File: src/verilog/hfqa_pkg.sv
// constants and types shared by the host frame queue access block
package hfqa_pkg;
    localparam int ADDR_W = 4;
    localparam int DATA_W = 32;
    localparam int PTR_W = 11;
    // register offsets, byte addresses
    localparam logic [3:0] OFS_TX_ENQ = 4'h0;
    localparam logic [3:0] OFS_RX_REL = 4'h2;
    localparam logic [3:0] OFS_TX_PTR = 4'h4;
    localparam logic [3:0] OFS_RX_PTR = 4'h6;
    localparam logic [3:0] OFS_QDATA = 4'h8;
    // field positions
    localparam int CMD_BIT = 0;
    localparam int AUTO_INC_BIT = 14;
    // values after reset
    localparam logic [10:0] PTR_RESET = 11'h000;
    localparam logic AUTO_INC_RESET = 1'h0;
    localparam logic CMD_RESET = 1'h0;
    // access sizes on the queue data register
    typedef enum logic [1:0] {
        HFQA_SZ_BYTE = 2'b00,
        HFQA_SZ_WORD = 2'b01,
        HFQA_SZ_DWORD = 2'b10
    } hfqa_size_type;
    // command sequencer states
    typedef enum logic [1:0] {
        HFQA_IDLE = 2'b00,
        HFQA_REQ = 2'b01,
        HFQA_WAIT = 2'b10
    } hfqa_cmd_state_type;
endpackage

File: src/verilog/hfqa_cmd_seq.sv
// self-clearing command sequencer: issues a request, waits for done
`timescale 1ns/10ps
module hfqa_cmd_seq
    import hfqa_pkg::*;
(
    // clock and reset
    input wire logic clk,
    input wire logic rst_n,
    // software start and status
    input wire logic start,
    output logic busy,
    // datapath handshake
    output logic req,
    input wire logic ack,
    input wire logic done
);
    typedef struct packed {
        hfqa_cmd_state_type st;
        logic busy;
        logic req;
    } hfqa_seq_type;
    hfqa_seq_type s_q, s_d;

    // request held until taken, then wait for completion
    always_comb begin
        s_d = s_q;
        case (s_q.st)
            HFQA_IDLE: begin
                if (start) begin
                    s_d.st = HFQA_REQ;
                end
            end
            HFQA_REQ: begin
                if (ack) begin
                    s_d.st = done ? HFQA_IDLE : HFQA_WAIT;
                end
            end
            HFQA_WAIT: begin
                if (done) begin
                    s_d.st = HFQA_IDLE;
                end
            end
            default: begin
                s_d.st = HFQA_IDLE;
            end
        endcase
        // flags registered with the state so the outputs come from flops
        s_d.busy = (s_d.st != HFQA_IDLE);
        s_d.req = (s_d.st == HFQA_REQ);
    end

    always_ff @(posedge clk or negedge rst_n) begin
        if (!rst_n) begin
            s_q <= '{st: HFQA_IDLE, busy: CMD_RESET, req: CMD_RESET};
        end else begin
            s_q <= s_d;
        end
    end

    assign busy = s_q.busy;
    assign req = s_q.req;
endmodule

File: src/verilog/hfqa_skid.sv
// two-entry buffer with valid and ready on both sides
`timescale 1ns/10ps
module hfqa_skid
    import hfqa_pkg::*;
#(
    parameter int WIDTH = 48
) (
    // clock and reset
    input wire logic clk,
    input wire logic rst_n,
    // fill side
    input wire logic in_valid,
    output logic in_ready,
    input wire logic [WIDTH-1:0] in_data,
    // drain side
    output logic out_valid,
    input wire logic out_ready,
    output logic [WIDTH-1:0] out_data
);
    typedef struct packed {
        logic [1:0][WIDTH-1:0] mem;
        logic rd;
        logic wr;
        logic [1:0] cnt;
    } hfqa_buf_type;
    hfqa_buf_type b_q, b_d;
    logic push, pop;

    // full at two entries, so the source sees back-pressure
    always_comb begin
        b_d = b_q;
        push = in_valid && (b_q.cnt != 2'h2);
        pop = (b_q.cnt != 2'h0) && out_ready;
        if (push) begin
            b_d.mem[b_q.wr] = in_data;
            b_d.wr = ~b_q.wr;
        end
        if (pop) begin
            b_d.rd = ~b_q.rd;
        end
        b_d.cnt = 2'(b_q.cnt + {1'b0, push} - {1'b0, pop});
    end

    always_ff @(posedge clk or negedge rst_n) begin
        if (!rst_n) begin
            b_q <= '0;
        end else begin
            b_q <= b_d;
        end
    end

    assign in_ready = (b_q.cnt != 2'h2);
    assign out_valid = (b_q.cnt != 2'h0);
    assign out_data = b_q.mem[b_q.rd];
endmodule

File: src/verilog/hfqa_top.sv
// host frame queue access: command bits, byte pointers and data routing
// Function
// - writing enqueue bit queues assembled tx frame
// - enqueue bit self-clears after transmit completes
// - writing release bit frees current rx frame
// - release bit self-clears once memory freed
// - tx auto-increment advances pointer by access size
// - without auto-increment tx pointer holds
// - tx pointer is 11 bits, resets zero
// - tx pointer reloads after enqueue
// - rx auto-increment advances pointer on reads
// - without auto-increment rx pointer holds
// - rx pointer is 11 bits, resets zero
// - rx pointer reloads on release
// - data reads rx queue, writes tx queue
// - mixed access sizes accepted at any alignment
//
// The address-and-strobe port is this design's own decision.
`timescale 1ns/10ps
module hfqa_top
    import hfqa_pkg::*;
(
    // clock and reset
    input wire logic CORE_CLK,
    input wire logic RST_N,
    // register port
    input wire logic [hfqa_pkg::ADDR_W-1:0] REG_ADDR,
    input wire logic [hfqa_pkg::DATA_W-1:0] REG_WDATA,
    input wire logic REG_WR,
    input wire logic REG_RD,
    input wire logic [1:0] REG_SIZE,
    output logic [hfqa_pkg::DATA_W-1:0] REG_RDATA,
    // transmit queue write stream
    output logic TXQ_VALID,
    input wire logic TXQ_READY,
    output logic [hfqa_pkg::PTR_W-1:0] TXQ_ADDR,
    output logic [hfqa_pkg::DATA_W-1:0] TXQ_DATA,
    output logic [1:0] TXQ_SIZE,
    output logic TXQ_STALL,
    // receive queue read port, data combinational on address
    output logic [hfqa_pkg::PTR_W-1:0] RXQ_ADDR,
    input wire logic [hfqa_pkg::DATA_W-1:0] RXQ_RDATA,
    // queue manager handshakes
    output logic TX_ENQ_REQ,
    input wire logic TX_ENQ_ACK,
    input wire logic TX_DONE,
    input wire logic [hfqa_pkg::PTR_W-1:0] TX_NEXT_PTR,
    output logic RX_REL_REQ,
    input wire logic RX_REL_ACK,
    input wire logic RX_FREED,
    input wire logic [hfqa_pkg::PTR_W-1:0] RX_NEXT_PTR
);
    typedef struct packed {
        logic [PTR_W-1:0] tx_ptr;
        logic [PTR_W-1:0] rx_ptr;
        logic tx_ai;
        logic rx_ai;
        logic [DATA_W-1:0] rdata;
        logic [PTR_W-1:0] rxq_addr;
    } hfqa_state_type;
    hfqa_state_type s_q, s_d;

    logic wr_tx_enq, wr_rx_rel, wr_tx_ptr, wr_rx_ptr, wr_data, rd_data;
    logic tx_busy, rx_busy, tx_req, rx_req;
    logic buf_in_ready;
    logic [PTR_W+DATA_W+1:0] buf_out;

    // byte count of one data access; size code 3 treated as a doubleword
    function automatic logic [PTR_W-1:0] step_of(input logic [1:0] sz);
        case (sz)
            HFQA_SZ_BYTE: step_of = 11'h001;
            HFQA_SZ_WORD: step_of = 11'h002;
            default: step_of = 11'h004;
        endcase
    endfunction

    // address decode
    assign wr_tx_enq = REG_WR && (REG_ADDR == OFS_TX_ENQ);
    assign wr_rx_rel = REG_WR && (REG_ADDR == OFS_RX_REL);
    assign wr_tx_ptr = REG_WR && (REG_ADDR == OFS_TX_PTR);
    assign wr_rx_ptr = REG_WR && (REG_ADDR == OFS_RX_PTR);
    // a data write is refused while the tx buffer is full
    assign wr_data = REG_WR && (REG_ADDR == OFS_QDATA) && buf_in_ready;
    assign rd_data = REG_RD && (REG_ADDR == OFS_QDATA);

    // enqueue command: bit stays set until the frame has gone out
    hfqa_cmd_seq u_tx_cmd (
        .clk(CORE_CLK),
        .rst_n(RST_N),
        .start(wr_tx_enq && REG_WDATA[CMD_BIT]),
        .busy(tx_busy),
        .req(tx_req),
        .ack(TX_ENQ_ACK),
        .done(TX_DONE)
    );

    // release command: bit stays set until memory is freed
    hfqa_cmd_seq u_rx_cmd (
        .clk(CORE_CLK),
        .rst_n(RST_N),
        .start(wr_rx_rel && REG_WDATA[CMD_BIT]),
        .busy(rx_busy),
        .req(rx_req),
        .ack(RX_REL_ACK),
        .done(RX_FREED)
    );

    // write data lands in the tx queue through a two-entry buffer,
    // so a stalled queue memory loses no word until two are held; a further write is refused
    hfqa_skid #(
        .WIDTH(PTR_W + DATA_W + 2)
    ) u_tx_buf (
        .clk(CORE_CLK),
        .rst_n(RST_N),
        .in_valid(REG_WR && (REG_ADDR == OFS_QDATA)),
        .in_ready(buf_in_ready),
        .in_data({REG_SIZE, s_q.tx_ptr, REG_WDATA}),
        .out_valid(TXQ_VALID),
        .out_ready(TXQ_READY),
        .out_data(buf_out)
    );
    assign TXQ_DATA = buf_out[DATA_W-1:0];
    assign TXQ_ADDR = buf_out[PTR_W+DATA_W-1:DATA_W];
    assign TXQ_SIZE = buf_out[PTR_W+DATA_W+1:PTR_W+DATA_W];

    // register and pointer next state
    always_comb begin
        s_d = s_q;
        // tx pointer: host write, auto step, or reload after enqueue
        if (wr_tx_ptr) begin
            s_d.tx_ptr = REG_WDATA[PTR_W-1:0];
            s_d.tx_ai = REG_WDATA[AUTO_INC_BIT];
        end else if (tx_req && TX_ENQ_ACK) begin
            s_d.tx_ptr = TX_NEXT_PTR;
        end else if (wr_data && s_q.tx_ai) begin
            s_d.tx_ptr = PTR_W'(s_q.tx_ptr + step_of(REG_SIZE));
        end
        // rx pointer: host write, auto step on reads, or reload on release
        if (wr_rx_ptr) begin
            s_d.rx_ptr = REG_WDATA[PTR_W-1:0];
            s_d.rx_ai = REG_WDATA[AUTO_INC_BIT];
        end else if (rx_req && RX_REL_ACK) begin
            s_d.rx_ptr = RX_NEXT_PTR;
        end else if (rd_data && s_q.rx_ai) begin
            s_d.rx_ptr = PTR_W'(s_q.rx_ptr + step_of(REG_SIZE));
        end
        s_d.rxq_addr = s_d.rx_ptr;
        // read data; reserved bits stay zero
        s_d.rdata = '0;
        if (REG_RD) begin
            case (REG_ADDR)
                OFS_TX_ENQ: s_d.rdata[CMD_BIT] = tx_busy;
                OFS_RX_REL: s_d.rdata[CMD_BIT] = rx_busy;
                OFS_TX_PTR: s_d.rdata = {17'h0, s_q.tx_ai, 3'h0, s_q.tx_ptr};
                OFS_RX_PTR: s_d.rdata = {17'h0, s_q.rx_ai, 3'h0, s_q.rx_ptr};
                OFS_QDATA: s_d.rdata = RXQ_RDATA;
                default: s_d.rdata = '0;
            endcase
        end
    end

    always_ff @(posedge CORE_CLK or negedge RST_N) begin
        if (!RST_N) begin
            s_q.tx_ptr <= PTR_RESET;
            s_q.rx_ptr <= PTR_RESET;
            s_q.tx_ai <= AUTO_INC_RESET;
            s_q.rx_ai <= AUTO_INC_RESET;
            s_q.rdata <= '0;
            s_q.rxq_addr <= PTR_RESET;
        end else begin
            s_q <= s_d;
        end
    end

    // rx memory is addressed by the registered pointer
    assign RXQ_ADDR = s_q.rxq_addr;
    assign REG_RDATA = s_q.rdata;
    assign TX_ENQ_REQ = tx_req;
    assign RX_REL_REQ = rx_req;
    assign TXQ_STALL = ~buf_in_ready;

    // pointer stepping, holding and reload, where a host write wins over both; command bits held set, tx pointer reserved bits zero
    chk_tx_auto_step: assert property (@(posedge CORE_CLK) disable iff (!RST_N)
        (wr_data && s_q.tx_ai && !wr_tx_ptr && !(tx_req && TX_ENQ_ACK) && REG_SIZE == 2'h1)
        |=> s_q.tx_ptr == PTR_W'($past(s_q.tx_ptr) + 11'h002))
        else $error("tx pointer did not step by two");
    chk_tx_hold: assert property (@(posedge CORE_CLK) disable iff (!RST_N)
        (!s_q.tx_ai && !wr_tx_ptr && !(tx_req && TX_ENQ_ACK)) |=> $stable(s_q.tx_ptr))
        else $error("tx pointer moved without cause");
    chk_rx_auto_step: assert property (@(posedge CORE_CLK) disable iff (!RST_N)
        (rd_data && s_q.rx_ai && !wr_rx_ptr && !(rx_req && RX_REL_ACK) && REG_SIZE == 2'h0)
        |=> s_q.rx_ptr == PTR_W'($past(s_q.rx_ptr) + 11'h001))
        else $error("rx pointer did not step by one");
    chk_rx_hold: assert property (@(posedge CORE_CLK) disable iff (!RST_N)
        (!s_q.rx_ai && !wr_rx_ptr && !(rx_req && RX_REL_ACK)) |=> $stable(s_q.rx_ptr))
        else $error("rx pointer moved without cause");
    chk_tx_reload: assert property (@(posedge CORE_CLK) disable iff (!RST_N)
        (tx_req && TX_ENQ_ACK && !wr_tx_ptr) |=> s_q.tx_ptr == $past(TX_NEXT_PTR))
        else $error("tx pointer not reloaded");
    chk_rx_reload: assert property (@(posedge CORE_CLK) disable iff (!RST_N)
        (rx_req && RX_REL_ACK && !wr_rx_ptr) |=> s_q.rx_ptr == $past(RX_NEXT_PTR))
        else $error("rx pointer not reloaded");
    chk_enq_busy: assert property (@(posedge CORE_CLK) disable iff (!RST_N)
        (wr_tx_enq && REG_WDATA[0] && !tx_busy) |=> tx_busy [*2])
        else $error("enqueue bit cleared early");
    chk_rel_busy: assert property (@(posedge CORE_CLK) disable iff (!RST_N)
        (wr_rx_rel && REG_WDATA[0] && !rx_busy) |=> rx_busy ##0 RX_REL_REQ)
        else $error("release bit not set");
    chk_resv_zero: assert property (@(posedge CORE_CLK) disable iff (!RST_N)
        (REG_RD && REG_ADDR == OFS_TX_PTR) |=> REG_RDATA[31:15] == 17'h0 && REG_RDATA[13:11] == 3'h0)
        else $error("reserved bits not zero");

    // command bits: start, request held to ack, self-clear only on done
    chk_enq_start: assert property (@(posedge CORE_CLK) disable iff (!RST_N)
        (wr_tx_enq && REG_WDATA[CMD_BIT] && !tx_busy)
        |=> TX_ENQ_REQ && tx_busy)
        else $error("enqueue request not raised");
    chk_rel_start: assert property (@(posedge CORE_CLK) disable iff (!RST_N)
        (wr_rx_rel && REG_WDATA[CMD_BIT] && !rx_busy)
        |=> RX_REL_REQ && rx_busy)
        else $error("release request not raised");
    chk_enq_zero_ign: assert property (@(posedge CORE_CLK) disable iff (!RST_N)
        (wr_tx_enq && !REG_WDATA[CMD_BIT] && !tx_busy)
        |=> !tx_busy)
        else $error("zero write started an enqueue");
    chk_rel_zero_ign: assert property (@(posedge CORE_CLK) disable iff (!RST_N)
        (wr_rx_rel && !REG_WDATA[CMD_BIT] && !rx_busy)
        |=> !rx_busy)
        else $error("zero write started a release");
    chk_enq_req_hold: assert property (@(posedge CORE_CLK) disable iff (!RST_N)
        (TX_ENQ_REQ && !TX_ENQ_ACK)
        |=> TX_ENQ_REQ)
        else $error("enqueue request dropped before ack");
    chk_rel_req_hold: assert property (@(posedge CORE_CLK) disable iff (!RST_N)
        (RX_REL_REQ && !RX_REL_ACK)
        |=> RX_REL_REQ)
        else $error("release request dropped before ack");
    chk_enq_wait: assert property (@(posedge CORE_CLK) disable iff (!RST_N)
        (tx_busy && !TX_DONE)
        |=> tx_busy)
        else $error("enqueue bit cleared before done");
    chk_rel_wait: assert property (@(posedge CORE_CLK) disable iff (!RST_N)
        (rx_busy && !RX_FREED)
        |=> rx_busy)
        else $error("release bit cleared before freed");
    chk_enq_clear: assert property (@(posedge CORE_CLK) disable iff (!RST_N)
        (tx_busy && !TX_ENQ_REQ && TX_DONE)
        |=> !tx_busy)
        else $error("enqueue bit stuck after done");
    chk_rel_clear: assert property (@(posedge CORE_CLK) disable iff (!RST_N)
        (rx_busy && !RX_REL_REQ && RX_FREED)
        |=> !rx_busy)
        else $error("release bit stuck after freed");

    // pointer writes and steps of the other sizes
    chk_tx_ptr_write: assert property (@(posedge CORE_CLK) disable iff (!RST_N)
        wr_tx_ptr
        |=> s_q.tx_ptr == PTR_W'($past(REG_WDATA)) && s_q.tx_ai == $past(REG_WDATA[AUTO_INC_BIT]))
        else $error("tx pointer write not taken");
    chk_rx_ptr_write: assert property (@(posedge CORE_CLK) disable iff (!RST_N)
        wr_rx_ptr
        |=> s_q.rx_ptr == PTR_W'($past(REG_WDATA)) && s_q.rx_ai == $past(REG_WDATA[AUTO_INC_BIT]))
        else $error("rx pointer write not taken");
    chk_tx_step_dword: assert property (@(posedge CORE_CLK) disable iff (!RST_N)
        (wr_data && s_q.tx_ai && !wr_tx_ptr && !(tx_req && TX_ENQ_ACK) && REG_SIZE == 2'h2)
        |=> s_q.tx_ptr == PTR_W'($past(s_q.tx_ptr) + 11'h004))
        else $error("tx pointer did not step by four");
    chk_rx_step_word: assert property (@(posedge CORE_CLK) disable iff (!RST_N)
        (rd_data && s_q.rx_ai && !wr_rx_ptr && !(rx_req && RX_REL_ACK) && REG_SIZE == 2'h1)
        |=> s_q.rx_ptr == PTR_W'($past(s_q.rx_ptr) + 11'h002))
        else $error("rx pointer did not step by two");

    // data accesses move only their own direction's pointer
    chk_tx_no_read: assert property (@(posedge CORE_CLK) disable iff (!RST_N)
        (rd_data && !wr_tx_ptr && !(tx_req && TX_ENQ_ACK))
        |=> $stable(s_q.tx_ptr))
        else $error("data read moved tx pointer");
    chk_rx_no_write: assert property (@(posedge CORE_CLK) disable iff (!RST_N)
        (wr_data && !wr_rx_ptr && !(rx_req && RX_REL_ACK))
        |=> $stable(s_q.rx_ptr))
        else $error("data write moved rx pointer");

    // read data: one cycle after the strobe, zero otherwise
    chk_qdata_read: assert property (@(posedge CORE_CLK) disable iff (!RST_N)
        rd_data
        |=> REG_RDATA == $past(RXQ_RDATA))
        else $error("queue data read wrong");
    chk_enq_readback: assert property (@(posedge CORE_CLK) disable iff (!RST_N)
        (REG_RD && REG_ADDR == OFS_TX_ENQ)
        |=> REG_RDATA == {31'h0, $past(tx_busy)})
        else $error("enqueue bit read wrong");
    chk_rel_readback: assert property (@(posedge CORE_CLK) disable iff (!RST_N)
        (REG_RD && REG_ADDR == OFS_RX_REL)
        |=> REG_RDATA == {31'h0, $past(rx_busy)})
        else $error("release bit read wrong");
    chk_rdata_idle: assert property (@(posedge CORE_CLK) disable iff (!RST_N)
        !REG_RD
        |=> REG_RDATA == 32'h0)
        else $error("read data not zero without a read");
    chk_rx_resv_zero: assert property (@(posedge CORE_CLK) disable iff (!RST_N)
        (REG_RD && REG_ADDR == OFS_RX_PTR)
        |=> REG_RDATA[31:15] == 17'h0 && REG_RDATA[13:11] == 3'h0)
        else $error("rx reserved bits not zero");
endmodule

File: config.mk
export PLATFORM = sky130hd
export DESIGN_NAME = hfqa_top
export DESIGN_NICKNAME = d
export VERILOG_FILES = /design/src/verilog/hfqa_pkg.sv /design/src/verilog/hfqa_cmd_seq.sv /design/src/verilog/hfqa_skid.sv /design/src/verilog/hfqa_top.sv
export SDC_FILE = /design/constraint.sdc
export NUM_CORES = 1
export LEC_CHECK = 0
export ABC_AREA = 1
export BUFFER_PORTS_ARGS = -buffer_cell sky130_fd_sc_hd__buf_2
export CAP_MARGIN = 20
export CORE_UTILIZATION = 40
export DETAILED_ROUTE_END_ITERATION = 10
export HOLD_SLACK_MARGIN = 0.05
export PLACE_DENSITY_LB_ADDON = 0.08
export REMOVE_ABC_BUFFERS = 1
export SLEW_MARGIN = 20
export SYNTH_ARGS = -nofsm -noshare
export SYNTH_HDL_FRONTEND = slang
export SYNTH_HIERARCHICAL = 1
export SYNTH_SLANG_ARGS = --single-unit
File: constraint.sdc
create_clock -name CORE_CLK -period 1.6 [get_ports CORE_CLK]
set_input_delay 0.16 -clock CORE_CLK [delete_from_list [all_inputs] [get_ports CORE_CLK]]
set_output_delay 0.16 -clock CORE_CLK [all_outputs]
set_load 0.005 [all_outputs]
# After elaboration in Yosys (flattened, before gate mapping)
# Index checks and enable logic that the tools add are counted.
# word_totals
register_bits	158
input_bits	101
output_inout_bits	92
wordCells	93
# op_classes
n_addsub	4
order_cmp	3
eq_ne	12
muxes	31
bitwise_logic	3
reduce_logical	24
# ops
operator	count
45-bit 2-to-1 mux	3
11-bit 2-to-1 mux	12
31-bit case mux with 3 select lines	1
90-bit bitwise mux	1
45-bit demux with 1-bit select	1
32-bit 2-to-1 mux	1
11-bit adder	2
2-bit 2-to-1 mux	8
1-bit logical AND	15
2-bit case mux with 3 select lines	2
2-bit by 1-bit equality test with 1-bit output (second input constant)	5
4-bit by 3-bit equality test with 1-bit output (second input constant)	2
2-bit zero test	3
3-bit case mux with 2 select lines	1
2-bit nonzero test	3
3-bit nonzero test	2
1-bit case mux with 5 select lines	1
2-bit equality test (second input constant)	2
4-bit by 2-bit equality test with 1-bit output (second input constant)	1
4-bit equality test (second input constant)	1
4-bit zero test	1
1-bit by 2-bit less-than comparator with 1-bit output (second input constant)	2
1-bit NOT	3
2-bit by 1-bit adder with 2-bit output	1
other kinds (3)	3

# Logic depth before layout (Yosys ltp)
# depth
depth_word	11
ltp_mapped	17
depth_no_buf	17

# Modules after synthesis
# The synthesis kept the hierarchy.
# modules_own_cells
module	instances	cells_each	area_each_um2	seq_area_each_um2
hfqa_skid	1	572	4570.6	2352.3
hfqa_top	1	543	3724.8	1401.3
hfqa_cmd_seq	2	20	162.7	100.1

# Least setup slack after synthesis
# Ideal clock, no wire load.
# synth_timing
kind	input to register
from	input REG_ADDR[0] (netlist bit)
to	register u_tx_buf/b_q[1] (netlist bit)
setup_time_ns	0.116
t_arrival_ns	1.517
t_required_ns	1.484
slack_ns	-0.034
cell_stages	10
path_buffers	1
path_cell_list	nor2_1 nand3_1 nor2_1 buf_6 nand2_1 ha_1 inv_1 ha_1 nand3_1 nand2_1
# synth_lines
element	line	text
start: declaration	hfqa_top.sv:27	input wire logic [hfqa_pkg::ADDR_W-1:0] REG_ADDR,
end signal: assignment	hfqa_skid.sv:46	b_q <= '0;
end signal: assignment	hfqa_skid.sv:48	b_q <= b_d;
end: declaration	hfqa_skid.sv:26	hfqa_buf_type b_q, b_d;

# Final worst setup path
# layout_timing
from	register u_tx_buf/b_q[3] (netlist bit)
to	output TXQ_ADDR[2] (netlist bit)
# layout_via
elab_chain_cells	2
# layout_rtl
element	line	text
45-bit 2-to-1 mux (not written as such) (2 in a row)	hfqa_skid.sv:54	assign out_data = b_q.mem[b_q.rd];
end: declaration	hfqa_top.sv:36	output logic [hfqa_pkg::PTR_W-1:0] TXQ_ADDR,
# Every way passes these cells. The select of a mux whose other input is x is not followed.

==> metrics.cfg <==
[cts]
clock-sinks=158
clk-insertion-delay-late_ns=0.43
path_clk_slew_ns=0.07
tritoncts=done
cts_inserted_buffers=17
root_buffer=clkbuf_16
clk_path_buf_depth=2
htreeDepth=4

[status]
status=finished, violations left
failed_checks=negative setup slack

[placement]
dp_hpwl_mm=17.03
routabilityCongestion=0.8896
portBuffers=192
place_area_sq_um=9853

[sta]
fin_crit_ns=1.623
fin_ws_ns=-0.02251
hold_viol_final=0
slew_viol_final=0
max_freq_mhz=616.3
finalCritPeriodShare=1.014
slew_headroom=0.6562
finClkSkew_ns=0.006721
grt_setup_unrepaired=true
report.final.setup_viol=18
tightest_slew_ns=0.5158

[final_layout]
antennaDiodeCount=0
fin_nets=1521
drive_above_1_share=0.3055
area_growth_pct=37.93
postLayoutCellArea_sq_um=11890

[yosys]
ys_top_cells_by_count=nand2_1, dfrtp_1, inv_1
synth_top_area_share=0.4586
ys.flop_type=dfrtp_1
async_flop_share=1.000
synthCells=1155
yosysSeqAreaShare=0.4586
syn_avg_cell_area_sq_um=7.464
synth_largest_area_cell=dfrtp_1
synth_seq_cells=158
yosysMostFrequentCell=nand2_1
ys_warn_count=6
synth_cell_types=34
synth_edf_count=0
synth_area_sq_um=8621
netlist_top_cells_area=dfrtp_1, nand2_1, nand4_1, inv_1, buf_4

[setup_path]
r2r_slack_ns=0.01
crit_path_end_kind=output port
critical_path_required_ns=1.44
start_kind=register
arrival_ns=1.46
critPathKind=reg2out
cp_max_fo=8

[die]
io_pins=193
rows=53
start_util=0.4088
die_h_um=148.8
core_area_sq_um=21090
dieArea_sq_um=22140
die-width_um=148.8

[detailed_routing]
drtPass1Iterations=7
drtIter0Drc=452
ant_nets=0
totalWireLength_mm=26.42
vias_per_cell=4.864
route.vias.total=8279
wire_per_inst_um=15.52
drcViolationCount=0

[power_and_ir_drop]
power_density_nw_per_um2=1476
p_total_mw=17.54
vdd.ir_drop.worst_mv=0.8319
leakagePower_nw=6.816

[grt]
grt_pass1_wl_mm=40.81
grt_pass1_vias=7822
grt_antenna_before_repair=0
grt_overflow=0
track_usage=0.2351
grt_max_degree=46

[flow_run]
maxCapViolCount=0

[min_path]
hold_class=in2reg

-- metrics by stage --
stage	instances	worst slack [ns]	utilization	hold WS, ns	TNS [ns]
after floorplan	1051	-3.269	-	-0.1356	-320.39
after global placement	1585	-0.1066	0.4672	0.02442	-0.4989
after detailed placement	1585	-0.1965	0.4672	0.02362	-1.200
after CTS	1687	-0.02070	0.5325	0.05790	-0.02151
after global routing	1702	-0.1296	0.5638	0.07556	-2.945
final	1702	-0.02251	0.5638	0.05831	-0.1715
-- layer usage --
layer / wire length (um) / GRT usage / up-vias
met5: 0 / 0 / -
met2: 12590 / 0.3806 / 264
met3: 1500 / 0.05352 / 25
met4: 357 / 0.05969 / 0
li1: - / - / 4149
met1: 11970 / 0.3176 / 3841
-- repair_timing --
item,CTS,global route
endpoints found under the hold margin,259,0
resized for setup,27,135
gates cloned,1,7
endpoints found under the setup margin,31,59
buffers inserted,2,8
pin swaps,9,42
hold buffers,67,0
-- report_power, final --
part / switching (mW) / internal [mW] / total, mW
Clock: 1.83 / 2.19 / 4.02
Sequential: 0.889 / 5.12 / 6.01
Combinational: 4.24 / 3.28 / 7.52
-- cell usage in the layout (no fill, tap or decap), drive strengths merged, types with 17 or more instances in the layout --
cell type / count
nand2: 505
buf: 271
dfrtp: 158
inv: 121
nand4: 94
dlygate4sd3: 67
nor2: 55
nand3: 50
a21oi: 23
clkbuf: 22
o21ai: 17
-- flip-flops by register name, summed over array words and instances (netlist names), 2 cells and up --
signal	flops
REG_RDATA	32
u_tx_cmd/s_q	2
u_rx_cmd/s_q	2
u_tx_buf/b_q	94
s_q	13
RXQ_ADDR	11
-- worst max-delay path, cell delays in order, from the launching register on --
cell and delay (ns):
dfrtp_2 0.48, inv_8 0.15, clkbuf_16 0.18, nand2_2 0.04, nand2_1 0.04, buf_2 0.13
-- path summary, 6_finish.rpt --
path | start | end | depth (start not counted)
min in group asynchronous | RST_N | u_tx_buf/b_q[70] | 2
worst max register to register | RXQ_ADDR[1] | RXQ_ADDR[8] | 15
worst min-delay path | RXQ_RDATA[2] | REG_RDATA[2] | 5
max in group asynchronous | RST_N | u_tx_buf/b_q[2] | 3
worst min register to register | u_tx_buf/b_q[53] | u_tx_buf/b_q[53] | 2
worst max-delay path | u_tx_buf/b_q[3] | TXQ_ADDR[2] | 5
-- layout make-up --
cell class	count	area [sq um]
fillers	2090	9198
flip-flops and latches	158	3958
multi-input cells	777	3950
repair buffers	344	2614
inverters	116	447.9
clock buffers	17	425.4
well taps	275	344.1
clock inverters	15	151.4
-- kinds of logic after synthesis --
family                     Yosys count  synth area share
and+or+nand+nor                    711            0.3538
adders and majority gates            6          0.008708
DFF                                158            0.4586
AOI/OAI and AO/OA                   60           0.04456
buffers and inverters              220            0.1343
Power figures use the tool's default switching activity.
